<file path="config.mk">
export PLATFORM = sky130hd
export DESIGN_NAME = ep0c_top
export DESIGN_NICKNAME = d
export VERILOG_FILES = /design/src/rtl/ep0c_pkg.sv /design/src/rtl/ep0c_nibble_pack.sv /design/src/rtl/ep0c_top.sv
export SDC_FILE = /design/constraint.sdc
export NUM_CORES = 2
export LEC_CHECK = 0
export BUFFER_PORTS_ARGS = -buffer_cell sky130_fd_sc_hd__buf_2
export CAP_MARGIN = 0
export CELL_PAD_IN_SITES_DETAIL_PLACEMENT = 0
export CELL_PAD_IN_SITES_GLOBAL_PLACEMENT = 1
export CORE_ASPECT_RATIO = 1.2
export CORE_MARGIN = 1.5
export CORE_UTILIZATION = 45
export DETAILED_ROUTE_END_ITERATION = 8
export PLACE_DENSITY_LB_ADDON = 0.1
export SETUP_SLACK_MARGIN = 0.05
export SLEW_MARGIN = 10
export SYNTH_ARGS = -nofsm -noshare
export SYNTH_HDL_FRONTEND = slang
export SYNTH_MEMORY_MAX_BITS = 65536
export SYNTH_SLANG_ARGS = --single-unit
</file>
<file path="constraint.sdc">
create_clock -name SYS_CLK -period 7 [get_ports SYS_CLK]
set_input_delay 1.4 -clock SYS_CLK [delete_from_list [all_inputs] [get_ports SYS_CLK]]
set_output_delay 1.4 -clock SYS_CLK [all_outputs]
set_load 0.005 [all_outputs]
</file>
<file path="src/rtl/ep0c_pkg.sv">
package ep0c_pkg;
  // command addresses
  localparam logic [7:0] ADDR_INT_ENABLE = 8'h2e;
  localparam logic [7:0] ADDR_DESCRIPTOR_LOAD_PORT_LOAD = 8'h30;
  localparam logic [7:0] ADDR_EP0_BUF = 8'h31;
  localparam logic [7:0] ADDR_SETUP = 8'h32;
  localparam logic [7:0] ADDR_EP0_COUNT = 8'h33;
  // sizes
  localparam int DESCRIPTOR_LOAD_PORT_BYTES = 500;
  localparam int BUF_BYTES = 64;
  localparam int SETUP_BYTES = 8;
  // interrupt enable mask layout and reset value
  localparam logic [7:0] INT_ENABLE_RESET = 8'hff;
  localparam int INT_SETUP_BIT = 7;
  localparam int INT_BUF_BIT = 6;
  // one command transfer from the external master
  typedef struct packed {
    logic wr;
    logic rd;
    logic [7:0] addr;
    logic [7:0] wdata;
  } ep0c_cmd_t;
  // descriptor loader phases
  typedef enum logic [1:0] {
    DESCRIPTOR_LOAD_PORT_LEN_LO,
    DESCRIPTOR_LOAD_PORT_LEN_HI,
    DESCRIPTOR_LOAD_PORT_DATA
  } ep0c_descriptor_load_port_state_t;
endpackage

</file>
<file path="src/rtl/ep0c_nibble_pack.sv">
`timescale 1ns/1ps
// joins two nibble transfers into one byte, low nibble first
module ep0c_nibble_pack
(
  input wire logic clk,
  input wire logic rst_n,
  input wire logic nib_we,
  input wire logic [3:0] nib,
  output logic byte_we,
  output logic [7:0] byte_out
);
  logic have_low; // low nibble already held
  logic [3:0] low_nib; // held low nibble

  // nibble phase and byte assembly
  always_ff @(posedge clk or negedge rst_n)
  begin
    if (!rst_n)
    begin
      have_low <= 1'b0;
      low_nib <= 4'h0;
      byte_we <= 1'b0;
      byte_out <= 8'h00;
    end
    else
    begin
      byte_we <= 1'b0;
      if (nib_we)
      begin
        if (have_low)
        begin
          // second nibble completes the byte
          byte_out <= {nib, low_nib};
          byte_we <= 1'b1;
          have_low <= 1'b0;
        end
        else
        begin
          low_nib <= nib;
          have_low <= 1'b1;
        end
      end
    end
  end
endmodule

</file>
<file path="src/rtl/ep0c_top.sv">
`timescale 1ns/1ps
module ep0c_top
(
  input wire logic SYS_CLK,
  input wire logic ARST_N,
  input wire ep0c_pkg::ep0c_cmd_t CMD,
  output logic [7:0] CMD_RDATA,
  output logic CMD_RVALID,
  output logic INT_N,
  output logic EP0_STALL,
  input wire logic USB_SETUP_WE,
  input wire logic [2:0] USB_SETUP_IDX,
  input wire logic [7:0] USB_SETUP_DATA,
  input wire logic USB_SETUP_DONE,
  input wire logic USB_OUT_WE,
  input wire logic [7:0] USB_OUT_DATA,
  input wire logic USB_OUT_DONE,
  output logic USB_IN_GO,
  output logic [6:0] USB_IN_COUNT,
  input wire logic [5:0] USB_IN_RADDR,
  output logic [7:0] USB_IN_RDATA,
  input wire logic USB_IN_DONE,
  input wire logic [8:0] USB_DESCRIPTOR_LOAD_PORT_RADDR,
  output logic [7:0] USB_DESCRIPTOR_LOAD_PORT_RDATA,
  output logic [15:0] DESCRIPTOR_LOAD_PORT_LEN,
  output logic DESCRIPTOR_LOAD_PORT_READY
);
  localparam logic [6:0] BUF_MAX = 7'(ep0c_pkg::BUF_BYTES);
  localparam logic [15:0] DESCRIPTOR_LOAD_PORT_MAX = 16'(ep0c_pkg::DESCRIPTOR_LOAD_PORT_BYTES);

  // decoded command strobes
  logic wr_descriptor_load_port, wr_buf, rd_buf, wr_setup, rd_setup, wr_count, rd_count;
  logic wr_inten, rd_inten;
  assign wr_descriptor_load_port = CMD.wr && CMD.addr == ep0c_pkg::ADDR_DESCRIPTOR_LOAD_PORT_LOAD;
  assign wr_buf = CMD.wr && CMD.addr == ep0c_pkg::ADDR_EP0_BUF;
  assign rd_buf = CMD.rd && CMD.addr == ep0c_pkg::ADDR_EP0_BUF;
  assign wr_setup = CMD.wr && CMD.addr == ep0c_pkg::ADDR_SETUP;
  assign rd_setup = CMD.rd && CMD.addr == ep0c_pkg::ADDR_SETUP;
  assign wr_count = CMD.wr && CMD.addr == ep0c_pkg::ADDR_EP0_COUNT;
  assign rd_count = CMD.rd && CMD.addr == ep0c_pkg::ADDR_EP0_COUNT;
  assign wr_inten = CMD.wr && CMD.addr == ep0c_pkg::ADDR_INT_ENABLE;
  assign rd_inten = CMD.rd && CMD.addr == ep0c_pkg::ADDR_INT_ENABLE;

  logic [7:0] descriptor_load_port_ram [ep0c_pkg::DESCRIPTOR_LOAD_PORT_BYTES]; // descriptor storage
  logic [7:0] buf_mem [ep0c_pkg::BUF_BYTES]; // endpoint-zero buffer
  logic [7:0] setup_mem [ep0c_pkg::SETUP_BYTES]; // last setup packet
  logic [7:0] int_enable; // interrupt enable mask
  logic [5:0] mptr; // master buffer pointer
  logic [6:0] uptr; // usb OUT fill count
  logic [6:0] out_count; // bytes of last OUT stage
  logic [2:0] sidx; // setup read index
  logic in_busy; // IN stage owned by usb core
  logic setup_pend, buf_pend; // sticky interrupt causes
  logic [6:0] next_in_count; // clamped IN count
  ep0c_pkg::ep0c_descriptor_load_port_state_t descriptor_load_port_state;
  logic [15:0] descriptor_load_port_ptr; // next descriptor byte
  logic byte_we;
  logic [7:0] byte_val;

  // descriptor port carries one nibble per transfer
  ep0c_nibble_pack u_pack
  (
    .clk(SYS_CLK),
    .rst_n(ARST_N),
    .nib_we(wr_descriptor_load_port),
    .nib(CMD.wdata[3:0]),
    .byte_we(byte_we),
    .byte_out(byte_val)
  );

  // descriptor loader: length low, length high, then data
  always_ff @(posedge SYS_CLK or negedge ARST_N)
  begin
    if (!ARST_N)
    begin
      descriptor_load_port_state <= ep0c_pkg::DESCRIPTOR_LOAD_PORT_LEN_LO;
      DESCRIPTOR_LOAD_PORT_LEN <= 16'h0000;
      descriptor_load_port_ptr <= 16'h0000;
      DESCRIPTOR_LOAD_PORT_READY <= 1'b0;
    end
    else if (byte_we)
    begin
      unique case (descriptor_load_port_state)
        ep0c_pkg::DESCRIPTOR_LOAD_PORT_LEN_LO:
        begin
          DESCRIPTOR_LOAD_PORT_LEN[7:0] <= byte_val;
          DESCRIPTOR_LOAD_PORT_READY <= 1'b0;
          descriptor_load_port_state <= ep0c_pkg::DESCRIPTOR_LOAD_PORT_LEN_HI;
        end
        ep0c_pkg::DESCRIPTOR_LOAD_PORT_LEN_HI:
        begin
          DESCRIPTOR_LOAD_PORT_LEN[15:8] <= byte_val;
          descriptor_load_port_ptr <= 16'h0000;
          // an empty descriptor finishes at once
          if ({byte_val, DESCRIPTOR_LOAD_PORT_LEN[7:0]} == 16'h0000)
          begin
            DESCRIPTOR_LOAD_PORT_READY <= 1'b1;
            descriptor_load_port_state <= ep0c_pkg::DESCRIPTOR_LOAD_PORT_LEN_LO;
          end
          else
            descriptor_load_port_state <= ep0c_pkg::DESCRIPTOR_LOAD_PORT_DATA;
        end
        ep0c_pkg::DESCRIPTOR_LOAD_PORT_DATA:
        begin
          descriptor_load_port_ptr <= descriptor_load_port_ptr + 16'h0001;
          // relies on the master sending exactly the announced count
          if (descriptor_load_port_ptr + 16'h0001 == DESCRIPTOR_LOAD_PORT_LEN)
          begin
            DESCRIPTOR_LOAD_PORT_READY <= 1'b1;
            descriptor_load_port_state <= ep0c_pkg::DESCRIPTOR_LOAD_PORT_LEN_LO;
          end
        end
      endcase
    end
  end

  // descriptor storage; bytes past the end are dropped, not wrapped
  always_ff @(posedge SYS_CLK)
  begin
    if (byte_we && descriptor_load_port_state == ep0c_pkg::DESCRIPTOR_LOAD_PORT_DATA &&
        descriptor_load_port_ptr < DESCRIPTOR_LOAD_PORT_MAX)
      descriptor_load_port_ram[descriptor_load_port_ptr[8:0]] <= byte_val;
  end

  // registered read port for the usb core
  always_ff @(posedge SYS_CLK or negedge ARST_N)
  begin
    if (!ARST_N)
      USB_DESCRIPTOR_LOAD_PORT_RDATA <= 8'h00;
    else if (USB_DESCRIPTOR_LOAD_PORT_RADDR < DESCRIPTOR_LOAD_PORT_MAX[8:0])
      USB_DESCRIPTOR_LOAD_PORT_RDATA <= descriptor_load_port_ram[USB_DESCRIPTOR_LOAD_PORT_RADDR];
    else
      USB_DESCRIPTOR_LOAD_PORT_RDATA <= 8'h00;
  end

  // setup packet capture from the usb core
  always_ff @(posedge SYS_CLK)
  begin
    if (USB_SETUP_WE)
      setup_mem[USB_SETUP_IDX] <= USB_SETUP_DATA;
  end

  // buffer storage; usb OUT data wins over a colliding master write
  always_ff @(posedge SYS_CLK)
  begin
    if (USB_OUT_WE && uptr < BUF_MAX)
      buf_mem[uptr[5:0]] <= USB_OUT_DATA;
    else if (wr_buf && !in_busy)
      buf_mem[mptr] <= CMD.wdata;
  end

  // IN data read by the usb core
  always_ff @(posedge SYS_CLK or negedge ARST_N)
  begin
    if (!ARST_N)
      USB_IN_RDATA <= 8'h00;
    else
      USB_IN_RDATA <= buf_mem[USB_IN_RADDR];
  end

  // pointers and OUT byte count
  always_ff @(posedge SYS_CLK or negedge ARST_N)
  begin
    if (!ARST_N)
    begin
      mptr <= 6'h00;
      uptr <= 7'h00;
      out_count <= 7'h00;
      sidx <= 3'h0;
    end
    else
    begin
      // a new stage restarts the master at byte zero
      if (wr_count || USB_OUT_DONE || USB_IN_DONE || USB_SETUP_DONE)
        mptr <= 6'h00;
      else if ((wr_buf && !in_busy) || rd_buf)
        mptr <= mptr + 6'h01;
      if (USB_OUT_DONE || USB_SETUP_DONE)
        uptr <= 7'h00;
      else if (USB_OUT_WE && uptr < BUF_MAX)
        uptr <= uptr + 7'h01;
      if (USB_OUT_DONE)
        out_count <= uptr;
      if (USB_SETUP_DONE)
        sidx <= 3'h0;
      else if (rd_setup)
        sidx <= sidx + 3'h1;
    end
  end

  // oversize counts are clamped to the buffer size
  always_comb
  begin
    if (CMD.wdata > 8'(ep0c_pkg::BUF_BYTES))
      next_in_count = BUF_MAX;
    else
      next_in_count = CMD.wdata[6:0];
  end

  // IN stage launch; a count written while busy is ignored
  always_ff @(posedge SYS_CLK or negedge ARST_N)
  begin
    if (!ARST_N)
    begin
      in_busy <= 1'b0;
      USB_IN_GO <= 1'b0;
      USB_IN_COUNT <= 7'h00;
    end
    else
    begin
      USB_IN_GO <= 1'b0;
      if (wr_count && !in_busy)
      begin
        in_busy <= 1'b1;
        USB_IN_GO <= 1'b1;
        USB_IN_COUNT <= next_in_count;
      end
      else if (USB_IN_DONE)
        in_busy <= 1'b0;
    end
  end

  // stall: set by master write, lifted by the next setup packet
  always_ff @(posedge SYS_CLK or negedge ARST_N)
  begin
    if (!ARST_N)
      EP0_STALL <= 1'b0;
    else if (wr_setup)
      EP0_STALL <= 1'b1;
    else if (USB_SETUP_DONE)
      EP0_STALL <= 1'b0;
  end

  // interrupt mask and sticky causes; set beats clear
  always_ff @(posedge SYS_CLK or negedge ARST_N)
  begin
    if (!ARST_N)
    begin
      int_enable <= ep0c_pkg::INT_ENABLE_RESET;
      setup_pend <= 1'b0;
      buf_pend <= 1'b0;
    end
    else
    begin
      if (wr_inten)
        int_enable <= CMD.wdata;
      if (USB_SETUP_DONE)
        setup_pend <= 1'b1;
      else if (rd_setup)
        setup_pend <= 1'b0;
      if (USB_IN_DONE || USB_OUT_DONE)
        buf_pend <= 1'b1;
      else if (wr_count || rd_count)
        buf_pend <= 1'b0;
    end
  end

  // one active-low interrupt line
  always_ff @(posedge SYS_CLK or negedge ARST_N)
  begin
    if (!ARST_N)
      INT_N <= 1'b1;
    else
      INT_N <= !((setup_pend && int_enable[ep0c_pkg::INT_SETUP_BIT]) ||
                 (buf_pend && int_enable[ep0c_pkg::INT_BUF_BIT]));
  end

  // command read data, valid one cycle after the read
  always_ff @(posedge SYS_CLK or negedge ARST_N)
  begin
    if (!ARST_N)
    begin
      CMD_RDATA <= 8'h00;
      CMD_RVALID <= 1'b0;
    end
    else
    begin
      CMD_RVALID <= CMD.rd;
      if (rd_buf)
        CMD_RDATA <= buf_mem[mptr];
      else if (rd_setup)
        CMD_RDATA <= setup_mem[sidx];
      else if (rd_count)
        CMD_RDATA <= {1'b0, out_count};
      else if (rd_inten)
        CMD_RDATA <= int_enable;
      else
        CMD_RDATA <= 8'h00; // unmapped and write-only read zero
    end
  end
endmodule

</file>
### Word-level counts from Yosys, hierarchy flattened

Memory sizes are Yosys's and may differ from the RTL's. A register that Yosys moved wholly into a read port is not among the register bits.
Cells that the tools add are included.
W data, S select, Z words.

* add/sub/neg operators: 4
* bitwise logic cells: 1
* $lt $le $gt $ge: 4
* reductions and logical operators: 44
* equality and inequality tests: 10
* muxes and demuxes: 43

Operators by type and width (number)
* $mux W8: 6
* $eq A8 B6 Y1 const B: 5
* $pmux W16 S2: 1
* $mux W1: 24
* $mux W7: 3
* $mux W6: 3
* $add A16 B1 Y16 const B: 1
* $eq A16 B16 Y1: 1
* $logic_and A1 B1 Y1: 16
* $logic_not A16 Y1: 1
* $lt A16 B9 Y1 const B: 1
* $reduce_bool A2 Y1: 7
* $reduce_and A2 Y1: 6
* $lt A9 B9 Y1 const B: 1
* $gt A8 B7 Y1 const B: 1
* $logic_or A1 B1 Y1: 8
* $reduce_or A8 Y1: 1
* $add A7 B1 Y7 const B: 1
* $lt A7 B7 Y1 const B: 1
* $add A6 B1 Y6 const B: 1
* $mux W3: 2
* $pmux W2 S3: 1
* $mux W2: 2
* $ne A2 B2 Y1 const B: 2
* other kinds (8): 10

* output and inout port bits: 52
* bits in registers: 110
* bits of input ports: 59
* word-level logic and storage cells: 133
* memories kept: 3
* bits in writable memories: 4576

Memory list
* descriptor_load_port_ram: depth 500, bits a word 8, rd ports 1, clocked after memory_dff 0, write ports 1, line ep0c_top.sv:44 `logic [7:0] descriptor_load_port_ram [ep0c_pkg::DESCRIPTOR_LOAD_PORT_BYTES];`
* buf_mem: depth 64, bits a word 8, rd ports 2, clocked after memory_dff 1, write ports 1, line ep0c_top.sv:45 `logic [7:0] buf_mem [ep0c_pkg::BUF_BYTES];`
* setup_mem: depth 8, bits a word 8, rd ports 1, clocked after memory_dff 0, write ports 1, line ep0c_top.sv:46 `logic [7:0] setup_mem [ep0c_pkg::SETUP_BYTES];`

### Logic depth before layout (Yosys ltp)

* depth after elaboration: 8
* gate-level depth with buffers: 14
* mapped depth without buffers: 8

### Cells and area by module

From an unflattened synthesis, not the netlist that was laid out.

* cell total of the unflattened synthesis: 9238
* area total of the unflattened synthesis: 187944.0 um^2

By module, submodules not included
* ep0c_top: cells each 9208, seq. area each 140025.5 um^2, area each 187421.0 um^2, instances 1
* ep0c_nibble_pack: cells each 30, seq. area each 350.3 um^2, area each 523.0 um^2, instances 1

### Worst setup path before layout

Ideal clock, no wire load.

* kind: flip-flop to flip-flop
* start: register u_pack.byte_out[2]
* end: memory descriptor_load_port_ram[0][2], data pin
* clock period less this slack: 7.352 ns
* arrival: 5.968 ns
* path slack: -0.352 ns
* required time: 5.616 ns
* cell stages (with the launch flop): 1
* path buffers: 0
* setup time: 1.384 ns
* path through: dfrtp_1

RTL lines
* start, declared: line ep0c_nibble_pack.sv:10 `output logic [7:0] byte_out`
* start signal, assigned: line ep0c_nibble_pack.sv:33 `byte_out <= {nib, low_nib};`
* end, declared: line ep0c_top.sv:44

No word-level cell before the write port.

### Final worst setup path

* start: register descriptor_load_port_state[0]
* end: memory descriptor_load_port_ram[160][4], enable pin

* longest elaborated chain between the ends: 5

Ends and longest elaborated chain
* start, declared: line ep0c_top.sv:55 `ep0c_pkg::ep0c_descriptor_load_port_state_t descriptor_load_port_state;`
* start signal, assigned: line ep0c_top.sv:76 `descriptor_load_port_state <= ep0c_pkg::DESCRIPTOR_LOAD_PORT_LEN_LO;`
* start signal, assigned: line ep0c_top.sv:88 `descriptor_load_port_state <= ep0c_pkg::DESCRIPTOR_LOAD_PORT_LEN_HI;`
* start signal, assigned: line ep0c_top.sv:98 `descriptor_load_port_state <= ep0c_pkg::DESCRIPTOR_LOAD_PORT_LEN_LO;`
* $eq A2 B2 Y1: line ep0c_top.sv:120 `if (byte_we && descriptor_load_port_state == ep0c_pkg::DESCRIPTOR_LOAD_PORT_DATA &&`
* $logic_and A1 B1 Y1 (2 in a row): line ep0c_top.sv:120
* $mux W1: line ep0c_top.sv:120
* $mux W1 (not written as such): line ep0c_top.sv:122 `descriptor_load_port_ram[descriptor_load_port_ptr[8:0]] <= byte_val;`

Every way passes these cells.

==> impl_metrics.toml <==
[clock_network]
htreeDepth = 5
cts_tree = "yes"
path_clk_slew_ns = 0.06
cts_resized = 0
clockBufferDepth = 4
ctsHoldBuffers = 0
postCtsSetupBuffers = 0
clk_latency_ns = 1.04
cts_root_buffer = "clkbuf_16"
cts_buffers = 465
cts_sinks = 4694

[power]
p_seq_share_pct = 53.0
pwr-share-comb_pct = 3.3
pwr-share-clk_pct = 43.7
p_sw_mw = 12.1
swShare_pct = 21.1
power_density_mw_per_mm2 = 274
fin_total_pwr_mw = 57.6
cell_internal_pwr_mw = 45.4
ir_drop_uv = 211
p_leak_nw = 56.4

[final_layout]
drive_gt1_share_pct = 24.7
nFillCells = 33122
multi_input_area_mm2 = 0.0440
final_nets = 9360
postLayoutCoreUtil_pct = 50.7
area_delta_synth_final_pct = 12.3
final_common_cell = "edfxtp_1"
seq_area_mm2 = 0.140
layout_common_cells = "4,576 x edfxtp_1, 1,200 x mux4_2, 631 x nor2_1, 481 x mux2i_1, 471 x clkbuf_16"

[timing]
rsz0062_at_grt = "false"
setup_slack_ns = 1.70
fin_skew_ns = 0.0746
slew_headroom_pct = 0.177
fin_crit_ns = 5.30
slew_viol_final = 0
fin_crit_sh_pct = 75.7
setup_violations = 0
finalHoldViolations = 0
setup_tns_ns = 0
tightest_slew_ns = 1.50
max_freq_mhz = 189

[yosys]
ys.flop_type = "edfxtp_1"
syn_area_per_cell_um2 = 20.7
syn_inst = 9050
ys_seq_elements = 4694
ys_seq_area_share_pct = 75.1
synth_edf_count = 4576
ys_warn_count = 0
synth_cell_type_count = 84
synth_nets = 9119
postSynth.asyncResetShare_pct = 2.51
syn_area_mm2 = 0.187

[route]
num_vias = 93846
met3_length_um = 33500
wl_per_cell_um = 36.2
drt_pre_antenna_iters = 9
wl_met1_um = 214000
top_layer_used = "met5"
drcViolationCount = 0
met2WireLength_um = 283000
ant_nets = 0
dr.first_iter.drc_count = 9842
routed_via_density = 6.18
routed_wl_um = 550000

[floorplanning]
die_w_um = 591
start_util_pct = 45.1
io_pins = 111
die-area_mm2 = 0.419
design.core.area_mm2 = 0.414
row_count = 259
die_y_um = 709

[critical_path]
worst_ep_required_time_ns = 7.63
worst-path-buf-inv = 3
cp.depth = 9
cp_top_family = "simple AND/OR/NAND/NOR gates"
crit_slowest_cell = "and2_1"
crit_path_cell_trace = "inv_1, ha_1, buf_4, nand3_1, nor4_2, buf_4, and2_1, nand2_1, nor2_1"
reg2reg_depth = 9
crit_type = "flip-flop to flip-flop"
critPathArrivalTime_ns = 5.93
crit_path_max_fanout = 22
cp_common_cell = "buf_4"
cp-start-kind = "flip-flop"
cpPeakStageDelay_ns = 1.06
end_kind = "flip-flop"
r2r_slack_ns = 1.70

[placement]
portBuffers = 110
place_congestion = 0.848
pre_cts_slack_ns = 1.12
hpwl_um = 341000

[grt]
grt_pass1_vias = 95873
grt_pass1_wl_um = 767000
track_usage_pct = 26.2
overflow = 0
grt_max_degree = 196
grt_antenna_before_repair = 30

[outcome]
run_status = "complete, no violations"

[hold_path]
hp-class = "input port to async pin"

[flow_run]
maxCapViolCount = 0
[kinds of logic after synthesis]
logic type | Yosys count | share of synthesized area, %
XOR/XNOR | 31 | 0.145
AO/OA/AOI/OAI | 838 | 3.20
buffers and inverters | 616 | 1.47
multiplexers | 1756 | 17.5
adder cells (fa/ha/maj) | 10 | 0.0670
flip-flops | 4694 | 75.1
AND/OR/NAND/NOR | 1105 | 2.51
[power by group through the flow]
stage	clock network, mW	logic (mW)	registers [mW]
after global routing	26.5	2.00	30.5
after detailed placement	0	1.95	31.1
after global placement	0	1.94	31.1
final	25.2	1.92	30.5
after CTS	25.6	1.95	30.5
after floorplan	0	1.06	31.1
[metal layers]
metal / track usage (%) / vias to the layer above
met5: 0 / -
met4: 8.14 / 6
met3: 3.65 / 732
met2: 45.5 / 3458
met1: 34.3 / 51271
li1: - / 38379
[worst paths after layout]
check	from	endpoint
min in group SYS_CLK	buf_pend	INT_N
min	ARST_N	descriptor_load_port_ptr[14]
max in group asynchronous	ARST_N	USB_DESCRIPTOR_LOAD_PORT_RDATA[4]
max	descriptor_load_port_state[0]	descriptor_load_port_ram[160][4]
max reg2reg	descriptor_load_port_state[0]	descriptor_load_port_ram[160][4]
min reg2reg	buf_pend	INT_N
[per-stage QoR]
| step | hold slack (ns) | cells | instance area [um2] |
|---|---|---|---|
| CTS | 0.398 | 15171 | 210000 |
| global route | 0.468 | 15174 | 210000 |
| global placement | 0.448 | 14304 | 195000 |
| detailed placement | 0.452 | 14305 | 195000 |
| floorplan | 0.390 | 9050 | 187000 |
| finish | 0.444 | 15191 | 210000 |
[state kept, by name, summed over array words and instances, names as in the netlist, 2 cells and up]
| signal | flops |
|---|---|
| descriptor_load_port_ram | 4000 |
| buf_mem | 512 |
| setup_mem | 64 |
| DESCRIPTOR_LOAD_PORT_LEN | 16 |
| descriptor_load_port_ptr | 16 |
| CMD_RDATA | 8 |
| USB_DESCRIPTOR_LOAD_PORT_RDATA | 8 |
| USB_IN_RDATA | 8 |
| int_enable | 8 |
| u_pack.byte_out | 8 |
| USB_IN_COUNT | 7 |
| out_count | 7 |
| uptr | 7 |
| mptr | 6 |
| u_pack.low_nib | 4 |
| sidx | 3 |
| descriptor_load_port_state | 2 |
[worst reg2reg max path: cells and delay by family, from the launching register on]
kind	cells	cell delay [ns]
fa+ha+maj	1	0.15
simple gates	5	3.65
buf+inv	3	0.71
flops	1	0.42
[cells in the mapped netlist (13+ instances only)]
library cell  count  area [um2]
buf_2           101         505
o211ai_1         69         518
xor2_1           14         123
mux2i_1         481        4810
edfxtp_1       4576      137000
and3_1           16         100
o21ai_0         135         676
nand2b_1         20         125
buf_1           104         390
a31oi_1          15        93.8
o21ai_1          16        80.1
a221oi_1        123        1080
a211oi_1         24         180
inv_1            18        67.6
nor2_1          636        2390
nand2_1         225         845
xnor2_1          17         149
a22oi_1         134        1010
dfrtp_1         109        2730
a221o_1          19         190
a21oi_1          84         420
clkbuf_1        311        1170
o221ai_1         18         158
mux2_2           74         833
nand3_1          79         395
mux4_2         1200       27000
buf_4            73         548
a22o_1           34         298
nor2b_1          14        87.6
o22ai_1          61         382
nand4_1          13        81.3
o31ai_1          16         120
nor3_1           28         140
[area by class of cell]
type	count	share of cell area [%]
Sequential cell	4694	66.9
Tap cell	5481	3.27
Clock inverter	289	1.39
Inverter	22	0.0459
Clock buffer	577	5.84
Timing Repair Buffer	368	1.53
Multi-Input combinational cell	3740	21.0
Antenna cell	20	0.0239
No activity file was read; power rests on OpenSTA's default activity.
